==> config.mk <==
export PLATFORM = sky130hd
export DESIGN_NAME = uwr_core
export DESIGN_NICKNAME = d
export VERILOG_FILES = /design/src/core/uwr_pkg.sv /design/src/core/uwr_core.sv
export SDC_FILE = /design/constraint.sdc
export NUM_CORES = 1
export LEC_CHECK = 0
export ABC_AREA = 1
export ABC_CLOCK_PERIOD_IN_PS = 2800
export BUFFER_PORTS_ARGS = -buffer_cell sky130_fd_sc_hd__buf_4
export CAP_MARGIN = 30
export CORE_MARGIN = 4
export CORE_UTILIZATION = 51
export DETAILED_ROUTE_END_ITERATION = 10
export PLACE_DENSITY = 0.79
export SLEW_MARGIN = 20
export SYNTH_ARGS = -nofsm -noshare
export SYNTH_HDL_FRONTEND = slang
export SYNTH_SLANG_ARGS = --single-unit
==> constraint.sdc <==
create_clock -name CLK_IN -period 2.8 [get_ports CLK_IN]
set_clock_uncertainty 0.05 [all_clocks]
set_input_delay 0.56 -clock CLK_IN [delete_from_list [all_inputs] [get_ports CLK_IN]]
set_output_delay 0.56 -clock CLK_IN [all_outputs]
set_load 0.1 [all_outputs]
==> src/core/uwr_pkg.sv <==
// Package for the serial receiver with deferred transmitter disable
package uwr_pkg;

  // ----------------------------------------------------------------
  // Register byte addresses
  // ----------------------------------------------------------------
  localparam int            UWR_ADDR_W     = 5;
  localparam logic [4:0]    UWR_OFF_DATA   = 5'h00;
  localparam logic [4:0]    UWR_OFF_CSA    = 5'h04;
  localparam logic [4:0]    UWR_OFF_CSB    = 5'h08;
  localparam logic [4:0]    UWR_OFF_CSC    = 5'h0c;
  localparam logic [4:0]    UWR_OFF_BAUD   = 5'h10;

  // ----------------------------------------------------------------
  // Field positions
  // ----------------------------------------------------------------
  localparam int            UWR_CSA_RXC    = 7;
  localparam int            UWR_CSA_TXE    = 5;
  localparam int            UWR_CSA_FE     = 4;
  localparam int            UWR_CSA_DOR    = 3;
  localparam int            UWR_CSA_PE     = 2;
  localparam int            UWR_CSB_RXCIE  = 7;
  localparam int            UWR_CSB_RXEN   = 4;
  localparam int            UWR_CSB_TX_ENABLE   = 3;
  localparam int            UWR_CSB_SZ2    = 2;
  localparam int            UWR_CSB_RXB9   = 1;
  localparam int            UWR_CSB_TXB9   = 0;
  localparam int            UWR_CSC_SYNC   = 6;
  localparam int            UWR_CSC_PAREN  = 5;
  localparam int            UWR_CSC_PODD   = 4;
  localparam int            UWR_CSC_STOP2  = 3;
  localparam int            UWR_CSC_SZLO   = 1;

  // ----------------------------------------------------------------
  // Reset values and counts
  // ----------------------------------------------------------------
  localparam logic [7:0]    UWR_CSB_RST    = 8'h00;
  localparam logic [7:0]    UWR_CSC_RST    = 8'h06;
  localparam logic [7:0]    UWR_CSB_WMASK  = 8'hfd;
  localparam logic [7:0]    UWR_CSC_WMASK  = 8'h7e;
  localparam logic [15:0]   UWR_BAUD_RST   = 16'h0363;
  localparam logic [2:0]    UWR_SZ_NINE    = 3'h7;
  localparam logic [3:0]    UWR_TX_BITS    = 4'ha;
  localparam logic [1:0]    UWR_BUF_DEPTH  = 2'h2;

  // ----------------------------------------------------------------
  // Types
  // ----------------------------------------------------------------
  typedef enum logic [2:0] {RX_IDLE, RX_START, RX_DATA, RX_PAR, RX_STOP} uwr_rx_state_t;

  typedef struct packed {
    logic       dor;
    logic       fe;
    logic       pe;
    logic       b9;
    logic [7:0] data;
  } uwr_entry_t;

  typedef struct packed {
    logic                  read;
    logic                  write;
    logic [UWR_ADDR_W-1:0] address;
    logic [3:0]            byteenable;
    logic [31:0]           writedata;
  } uwr_avs_req_t;

  typedef struct packed {
    logic [31:0] readdata;
    logic        waitrequest;
  } uwr_avs_rsp_t;

endpackage

==> src/core/uwr_core.sv <==
// Serial receiver with two-frame buffer, Avalon-MM registers and deferred transmitter disable
// Summary of operation
// - Cleared transmit enable takes effect only after shift register and buffer drain.
// - Once transmitter is really disabled, the transmit pin override is dropped.
// - While receive enable is set, the receive pin is owned by the receiver.
// - In synchronous mode bits are sampled on the external transfer clock.
// - Reception starts on a valid start bit; bits sampled and shifted to stop.
// - Any second stop bit is ignored; only the first stop bit counts.
// - On the first stop bit the frame moves into the receive buffer.
// - Unused upper data bits read as zero for characters below eight bits.
// - Nine-bit mode presents the stored ninth bit in control register B.
// - Each data read advances the buffer; status then shows the next frame.
// - Receive-complete flag is one exactly while unread frames are buffered.
// - Interrupt request stands while flag, its enable and global enable are set.
// - Frame, overrun and parity errors are stored per frame, read in status A.
// - Error flags ignore software writes and never request an interrupt.
// - Frame error is one when the first stop bit sampled zero.
// - Overrun when buffer full, a frame waits, and a new start bit arrives.
// - Overrun flag clears when a frame moves successfully into the buffer.
// - With parity enabled, received parity is checked and stored with the frame.
// - Parity error reads zero for frames received with parity checking off.
// - Clearing receive enable aborts reception, empties buffer, releases the pin.
`timescale 1ns/1ns
module uwr_core
  import uwr_pkg::*;
(
  // Clock and reset
  input  wire logic          CLK_IN,
  input  wire logic          RESET_N_IN,
  // Avalon-MM slave
  input  wire uwr_avs_req_t  AVS_REQ_IN,
  output uwr_avs_rsp_t       AVS_RSP_OUT,
  // CPU side
  input  wire logic          GLOBAL_IRQ_ENABLE_IN,
  output logic               RX_COMPLETE_IRQ_OUT,
  // Serial pins
  input  wire logic          SERIAL_IN_PIN_IN,
  input  wire logic          EXT_TRANSFER_CLOCK_PIN_IN,
  output logic               SERIAL_IN_PIN_OWNED_OUT,
  output logic               SERIAL_OUT_PIN_OUT,
  output logic               SERIAL_OUT_PIN_OE_OUT
);

  // ----------------------------------------------------------------
  // State
  // ----------------------------------------------------------------
  typedef struct packed {
    logic                  ack;
    logic [31:0]           rdata;
    logic [7:0]            csb;
    logic [7:0]            csc;
    logic [15:0]           baud;
    uwr_rx_state_t         rx_st;
    logic [15:0]           rx_cnt;
    logic [3:0]            rx_idx;
    logic [8:0]            rx_shift;
    logic                  rx_par;
    logic                  line_prev;
    logic                  xck_prev;
    logic                  hold;
    uwr_entry_t            hold_ent;
    logic                  ovr_pend;
    uwr_entry_t [1:0]      fifo;
    logic                  wp;
    logic                  rp;
    logic [1:0]            cnt;
    logic [7:0]            tx_buf;
    logic                  tx_full;
    logic [9:0]            tx_sh;
    logic [3:0]            tx_bits;
    logic [15:0]           tx_cnt;
    logic                  tx_active;
  } uwr_state_t;

  uwr_state_t s_q;
  uwr_state_t s_d;

  // ----------------------------------------------------------------
  // Helpers
  // ----------------------------------------------------------------
  function automatic logic [3:0] data_bits(input logic [2:0] code);
    if (code == UWR_SZ_NINE) begin
      data_bits = 4'h9;
    end else begin
      data_bits = 4'h5 + {2'h0, code[1:0]};
    end
  endfunction

  function automatic logic [7:0] size_mask(input logic [2:0] code);
    logic [3:0] nb;
    nb = data_bits(code);
    if (nb >= 4'h8) begin
      size_mask = 8'hff;
    end else begin
      size_mask = 8'((9'h001 << nb) - 9'h001);
    end
  endfunction

  logic       req;
  logic       do_wr;
  logic       do_rd_data;
  logic       rx_en;
  logic       tx_en;
  logic       sync_mode;
  logic       par_en;
  logic [2:0] size_code;
  logic       xck_rise;
  logic       sample;
  logic       start_ok;
  logic       push;
  logic       pop;
  logic       line;
  uwr_entry_t head;
  logic [7:0] rd_byte;

  assign req        = AVS_REQ_IN.read | AVS_REQ_IN.write;
  assign do_wr      = AVS_REQ_IN.write & s_q.ack;
  assign do_rd_data = AVS_REQ_IN.read & s_q.ack & (AVS_REQ_IN.address == UWR_OFF_DATA);
  assign rx_en      = s_q.csb[UWR_CSB_RXEN];
  assign tx_en      = s_q.csb[UWR_CSB_TX_ENABLE];
  assign sync_mode  = s_q.csc[UWR_CSC_SYNC];
  assign par_en     = s_q.csc[UWR_CSC_PAREN];
  assign size_code  = {s_q.csb[UWR_CSB_SZ2], s_q.csc[UWR_CSC_SZLO+1:UWR_CSC_SZLO]};
  assign line       = SERIAL_IN_PIN_IN;
  assign xck_rise   = EXT_TRANSFER_CLOCK_PIN_IN & ~s_q.xck_prev;
  // Bit clock: external edge in synchronous mode, else the baud counter
  assign sample     = sync_mode ? xck_rise : (s_q.rx_cnt == 16'h0000);
  assign push       = s_q.hold & (s_q.cnt < UWR_BUF_DEPTH);
  assign pop        = do_rd_data & (s_q.cnt != 2'h0);
  assign head       = (s_q.cnt != 2'h0) ? s_q.fifo[s_q.rp] : '0;
  assign start_ok   = rx_en & ((s_q.rx_st == RX_IDLE & sync_mode & xck_rise & ~line) |
                               (s_q.rx_st == RX_START & ~sync_mode & sample & ~line));

  // ----------------------------------------------------------------
  // Register read mux
  // ----------------------------------------------------------------
  always_comb begin
    if (AVS_REQ_IN.address == UWR_OFF_DATA) begin
      rd_byte = head.data;
    end else if (AVS_REQ_IN.address == UWR_OFF_CSA) begin
      rd_byte = '0;
      rd_byte[UWR_CSA_RXC] = (s_q.cnt != 2'h0);
      rd_byte[UWR_CSA_TXE] = ~s_q.tx_full;
      rd_byte[UWR_CSA_FE]  = head.fe;
      rd_byte[UWR_CSA_DOR] = head.dor;
      rd_byte[UWR_CSA_PE]  = head.pe;
    end else if (AVS_REQ_IN.address == UWR_OFF_CSB) begin
      rd_byte = s_q.csb;
      rd_byte[UWR_CSB_RXB9] = head.b9;
    end else if (AVS_REQ_IN.address == UWR_OFF_CSC) begin
      rd_byte = s_q.csc;
    end else begin
      rd_byte = '0;
    end
  end

  // ----------------------------------------------------------------
  // Next state
  // ----------------------------------------------------------------
  always_comb begin
    s_d = s_q;
    // Bus: one wait state, read data captured before the accepting edge
    s_d.ack = req & ~s_q.ack;
    if (AVS_REQ_IN.address == UWR_OFF_BAUD) begin
      s_d.rdata = {16'h0000, s_q.baud};
    end else begin
      s_d.rdata = {24'h000000, rd_byte};
    end

    // Register writes; status A holds no writable bit
    if (do_wr) begin
      if (AVS_REQ_IN.address == UWR_OFF_CSB && AVS_REQ_IN.byteenable[0]) begin
        s_d.csb = AVS_REQ_IN.writedata[7:0] & UWR_CSB_WMASK;
      end else if (AVS_REQ_IN.address == UWR_OFF_CSC && AVS_REQ_IN.byteenable[0]) begin
        s_d.csc = AVS_REQ_IN.writedata[7:0] & UWR_CSC_WMASK;
      end else if (AVS_REQ_IN.address == UWR_OFF_BAUD) begin
        if (AVS_REQ_IN.byteenable[0]) begin
          s_d.baud[7:0] = AVS_REQ_IN.writedata[7:0];
        end
        if (AVS_REQ_IN.byteenable[1]) begin
          s_d.baud[15:8] = AVS_REQ_IN.writedata[15:8];
        end
      end else if (AVS_REQ_IN.address == UWR_OFF_DATA && AVS_REQ_IN.byteenable[0] &&
                   tx_en && !s_q.tx_full) begin
        s_d.tx_buf  = AVS_REQ_IN.writedata[7:0];
        s_d.tx_full = 1'b1;
      end
    end

    // Transmitter: plain shift out, kept alive until drained
    if (s_q.tx_bits == 4'h0) begin
      if (s_q.tx_full && s_q.tx_active) begin
        s_d.tx_sh   = {1'b1, s_q.tx_buf, 1'b0};
        s_d.tx_bits = UWR_TX_BITS;
        s_d.tx_cnt  = s_q.baud;
        s_d.tx_full = 1'b0;
      end
    end else if (s_q.tx_cnt == 16'h0000) begin
      s_d.tx_sh   = {1'b1, s_q.tx_sh[9:1]};
      s_d.tx_bits = s_q.tx_bits - 4'h1;
      s_d.tx_cnt  = s_q.baud;
    end else begin
      s_d.tx_cnt = s_q.tx_cnt - 16'h0001;
    end
    s_d.tx_active = tx_en | (s_q.tx_active & (s_q.tx_full | (s_q.tx_bits != 4'h0)));

    // Receiver sampling
    s_d.line_prev = line;
    s_d.xck_prev  = EXT_TRANSFER_CLOCK_PIN_IN;
    if (!sync_mode && s_q.rx_st != RX_IDLE) begin
      s_d.rx_cnt = sample ? s_q.baud : s_q.rx_cnt - 16'h0001;
    end
    case (s_q.rx_st)
      RX_IDLE: begin
        if (rx_en && sync_mode && xck_rise && !line) begin
          s_d.rx_st  = RX_DATA;
          s_d.rx_idx = 4'h0;
        end else if (rx_en && !sync_mode && !line && s_q.line_prev) begin
          s_d.rx_st  = RX_START;
          s_d.rx_cnt = {1'b0, s_q.baud[15:1]};
        end
      end
      RX_START: begin
        if (sample) begin
          s_d.rx_st  = line ? RX_IDLE : RX_DATA;
          s_d.rx_idx = 4'h0;
        end
      end
      RX_DATA: begin
        if (sample) begin
          s_d.rx_shift[s_q.rx_idx] = line;
          if (s_q.rx_idx == data_bits(size_code) - 4'h1) begin
            s_d.rx_st = par_en ? RX_PAR : RX_STOP;
          end else begin
            s_d.rx_idx = s_q.rx_idx + 4'h1;
          end
        end
      end
      RX_PAR: begin
        if (sample) begin
          s_d.rx_par = line;
          s_d.rx_st  = RX_STOP;
        end
      end
      RX_STOP: begin
        // Only the first stop bit is looked at
        if (sample) begin
          s_d.rx_st         = RX_IDLE;
          s_d.hold          = 1'b1;
          s_d.hold_ent.dor  = 1'b0;
          s_d.hold_ent.fe   = ~line;
          s_d.hold_ent.pe   = par_en & ((^(s_q.rx_shift & {size_code == UWR_SZ_NINE, size_mask(size_code)}) ^ s_q.rx_par) !=
                                        s_q.csc[UWR_CSC_PODD]);
          s_d.hold_ent.b9   = (size_code == UWR_SZ_NINE) & s_q.rx_shift[8];
          s_d.hold_ent.data = s_q.rx_shift[7:0] & size_mask(size_code);
        end
      end
      default: begin
        s_d.rx_st = RX_IDLE;
      end
    endcase

    // Overrun: the waiting frame is lost to the new one
    if (start_ok && s_q.hold && s_q.cnt == UWR_BUF_DEPTH) begin
      s_d.ovr_pend = 1'b1;
      s_d.hold     = 1'b0;
    end

    // Buffer move and read
    if (push) begin
      s_d.fifo[s_q.wp]     = s_q.hold_ent;
      s_d.fifo[s_q.wp].dor = s_q.ovr_pend;
      s_d.wp               = ~s_q.wp;
      s_d.hold             = s_q.hold & (s_d.rx_st == RX_IDLE) & (s_q.rx_st == RX_STOP);
      s_d.ovr_pend         = 1'b0;
    end
    if (pop) begin
      s_d.rp = ~s_q.rp;
    end
    s_d.cnt = s_q.cnt + {1'b0, push} - {1'b0, pop};

    // Receiver off: everything in flight or buffered is dropped
    if (!s_d.csb[UWR_CSB_RXEN]) begin
      s_d.rx_st    = RX_IDLE;
      s_d.hold     = 1'b0;
      s_d.ovr_pend = 1'b0;
      s_d.cnt      = 2'h0;
      s_d.wp       = s_q.rp;
    end
  end

  always_ff @(posedge CLK_IN or negedge RESET_N_IN) begin
    if (!RESET_N_IN) begin
      s_q         <= '0;
      s_q.csb     <= UWR_CSB_RST;
      s_q.csc     <= UWR_CSC_RST;
      s_q.baud    <= UWR_BAUD_RST;
      s_q.rx_st   <= RX_IDLE;
      s_q.tx_sh   <= '1;
    end else begin
      s_q <= s_d;
    end
  end

  // ----------------------------------------------------------------
  // Outputs
  // ----------------------------------------------------------------
  assign AVS_RSP_OUT.waitrequest = req & ~s_q.ack;
  assign AVS_RSP_OUT.readdata    = s_q.rdata;
  assign RX_COMPLETE_IRQ_OUT     = s_q.csb[UWR_CSB_RXCIE] & GLOBAL_IRQ_ENABLE_IN & (s_q.cnt != 2'h0);
  assign SERIAL_IN_PIN_OWNED_OUT = rx_en;
  assign SERIAL_OUT_PIN_OUT      = s_q.tx_sh[0];
  assign SERIAL_OUT_PIN_OE_OUT   = s_q.tx_active;
endmodule

==> metrics.md <==
| Metric | Value |
|---|---|
| Outcome | finished, final reports clean |
| Cell-internal power | between 4000 and 5000 uW |
| Unrepaired setup endpoints after global routing | no |
| Post-DR wirelength/cell | between 10 and 15 um |
| Slowest library cell on the worst path | dfstp_2 |
| Critical-path cell list | ha_1 > nand2_1 > nand2_1 > inv_1 > ha_1 > inv_1 > nand2_1 > nand2_1 > nand3_1 > nor2_1 > nand3_1 > inv_2 > nor2_4 > nand2_2 > nand2_1 > nand2_1 |
| Element type at the critical path end | flop |
| Worst path arrival time | 2710 ps |
| CP Launch Type | flop |
| Register area | between 4000 and 5000 um^2 |
| CTS H-tree lvls | 4 |
| Clock network fraction of total power | 0.313 |
| Max-cap violation count | 0 |
| CTS tree | built |
| Post-synthesis adder-cell area fraction | 0.0216 |
| Peak per-stage delay on the critical path | approximately 630 ps |
| Combinational power share | 0.290 |
| PortBufs | 50 |
| Clock slew at reported path FFs | ~70 ps |
| Routability Congestion | approximately 0.9 |
| WL final | between 20000 and 25000 um |
| DP Wirelength | 14600 um |
| Worst Max-Slew Pin Slew | between 700 and 800 ps |
| YS warnings | 0 |
| FF+latch count, synth | 162 |
| Final hold viol count | 0 |
| Clock latency on the worst-skew pair | between 400 and 500 ps |
| Post-Synthesis Cells | 1111 |
| Max-slew headroom | 0.523 |
| Post-Synthesis Cell Area | a little under 9000 um^2 |
| Post-Synth Simple-Gate Area | 0.262 |
| Die area | roughly 19000 um^2 |
| Area Overhead vs Synth | 12.1% |
| GRT overflow | 0 |
| Psw | 2940 uW |
| Switching part of the total power | 0.378 |
| Commonest cells after routing, fill and taps aside | 299 x nand2_1, 144 x dfrtp_1, 131 x inv_1 |
| Post-Synth XOR/XNOR Area | 0.0242 |
| Synth Area in Compound Gates | 0.115 |
| Setup CP Type | flop to flop |
| Setup TNS | 0 ps |
| Final Setup Violations | 0 |
| First-pass GRT wire length | 34800 um |
| # placed instances | 1348 |
| Leakage power | just under 0.005 uW |
| Via count | ~7400 |
| # IOs | 85 |
| Avg Cell Area, Syn | between 7 and 8 um^2 |
| Most common cell after layout, fill and taps aside | nand2_1 |
| TritonRoute pass-1 iters | 5 |
| Total power | ~7800 uW |
| Vias in the first global route | roughly 7100 |
| Post-CTS sizing | 0 |
| Non-Filler Instances | ~1400 |
| Core Util, Final | 0.585 |
| Core area | between 15000 and 20000 um^2 |
| Sequential element share of the synthesized area | 0.469 |
| Flop pwr share | 0.397 |
| Fin. max-slew vios | 0 |
| Sinks on Clock Net | 162 |
| Cts bufs inserted | 17 |
| Root Buffer | clkbuf_16 |
| Mux share of post-synthesis cell area | 0 |
| P per Cell Area | 800 nW/um^2 |
| WP data required | slightly above 3000 ps |
| Antenna diodes | 0 |
| Worst Path Max Fanout | 8 |
| Minimum clock period | between 2000 and 2500 ps |
| Pin count of the biggest net entering global routing | 63 |
| Share of cells above drive strength 1 | 0.134 |
| Initial Util | 0.522 |
| Core Rows | 47 |
| Worst hold path class | input port to async pin |
| Die Span Y | about 140 um |
| Clock tree buffer depth | 2 |
| Max Clock Freq | between 400 and 500 MHz |
| Iter 0 DRT Violations | about 580 |
| Hold_buf cts | 0 |
| Fillers | ~1400 |
| Period utilisation layout | 0.870 |
| Final ANT Viol Nets | 0 |
| Cell variety after synth | 45 |
| Largest family of logic cells by synthesized area | simple AND/OR/NAND/NOR gates |
| Vias per cell | ~5.3 |
| CP most frequent cell | nand2_1 |
| Initial antenna violation count | 0 |
| Final nets | 1210 |
| Post-CTS setup buffer count | 0 |
| Die X | about 140 um |
| GRT Total Usage | 0.218 |
| Area occupied by multi-input gates | roughly 3700 um^2 |
| DR DRC count | 0 |
| Maximum VDD drop | slightly below 600 uV |
[metrics by stage]
stage	setup WS [ps]	hold WS (ps)	instance area (um^2)
after global routing	121	75.6	9740
after CTS	373	64.8	9740
after global placement	419	407	9130
after floorplan	328	214	8750
final	363	39.1	9740
after detailed placement	396	417	9130
[routing by layer]
layer  vias up  track usage  share of wire
met5         -            0              0
met4         0       0.0733          0.021
met3        39       0.0386          0.054
met2       239        0.357           0.48
met1      3502        0.295           0.44
li1       3583            -              -
[worst paths after layout]
check / slack, ps / cells past startpoint / start / to
max: 360 / 16 / s_q[134] / s_q[97]
min: 40 / 1 / RESET_N_IN / AVS_RSP_OUT[16]
max reg2reg: 360 / 16 / s_q[134] / s_q[97]
min reg2reg: 430 / 1 / s_q[181] / s_q[181]
max in group asynchronous: 1880 / 2 / RESET_N_IN / s_q[117]
min in group CLK_IN: 220 / 1 / EXT_TRANSFER_CLOCK_PIN_IN / s_q[82]
[cells in the mapped netlist]
cell,n,share of area
nand2_1,299,0.13
dfrtp_1,144,0.41
inv_1,131,0.057
o21ai_0,110,0.063
nand3_1,95,0.055
nor2_1,91,0.039
buf_4,37,0.032
a21oi_1,25,0.014
dfstp_2,18,0.054
o211ai_1,18,0.016
ha_1,15,0.022
xor2_1,15,0.015
clkbuf_1,13,0.0056
buf_2,9,0.0052
xnor2_1,9,0.0091
inv_2,7,0.0030
nand2_2,7,0.0050
o21ai_1,7,0.0040
or2_2,7,0.0050
nor3_1,6,0.0035
nor2_2,4,0.0029
o22ai_1,4,0.0029
o311ai_1,4,0.0040
a221oi_1,3,0.0030
a31oi_1,3,0.0022
nand2_4,3,0.0039
nand4_1,3,0.0022
nor2_4,3,0.0039
buf_6,2,0.0026
clkinv_2,2,0.0012
nand4_2,2,0.0029
o31ai_1,2,0.0017
a22oi_1,1,0.00086
a22oi_2,1,0.0014
and2_1,1,0.00072
clkinv_1,1,0.00043
conb_1,1,0.00043
inv_4,1,0.00072
nand3_2,1,0.0012
nand4_4,1,0.0024
nor2_8,1,0.0023
nor3_4,1,0.0019
nor4b_1,1,0.0010
o2111ai_1,1,0.0010
o21ai_2,1,0.0010
[critical path, delay by kind of cell, from the launching register on]
family                   cells  cell delay (ps)
AND/OR/NAND/NOR             11              870
flip-flops                   1              630
buffers and inverters        3              160
adder cells (fa/ha/maj)      2              610
[power by group through the flow]
stage	clock, uW	combinational, uW	sequential, uW
floorplan	0	1730	3070
global placement	0	2140	3110
detailed placement	0	2230	3110
CTS	2460	2240	3080
global route	2570	2550	3150
finish	2440	2260	3090
[final cells by class]
type | count | share of cell area
sequential | 162 | 0.418
clock inverter | 15 | 0.0191
multi-input combinational | 761 | 0.384
clock buffer | 17 | 0.0437
timing repair buffer | 63 | 0.0515
tap | 220 | 0.0283
inverter | 142 | 0.0552
[logic make-up after synthesis]
group,after synthesis
AND/OR/NAND/NOR,526
buffers and inverters,203
AO/OA/AOI/OAI,180
flip-flops,162
XOR/XNOR,24
adder cells (fa/ha/maj),15
other,1
Power figures use the tool's default switching activity.
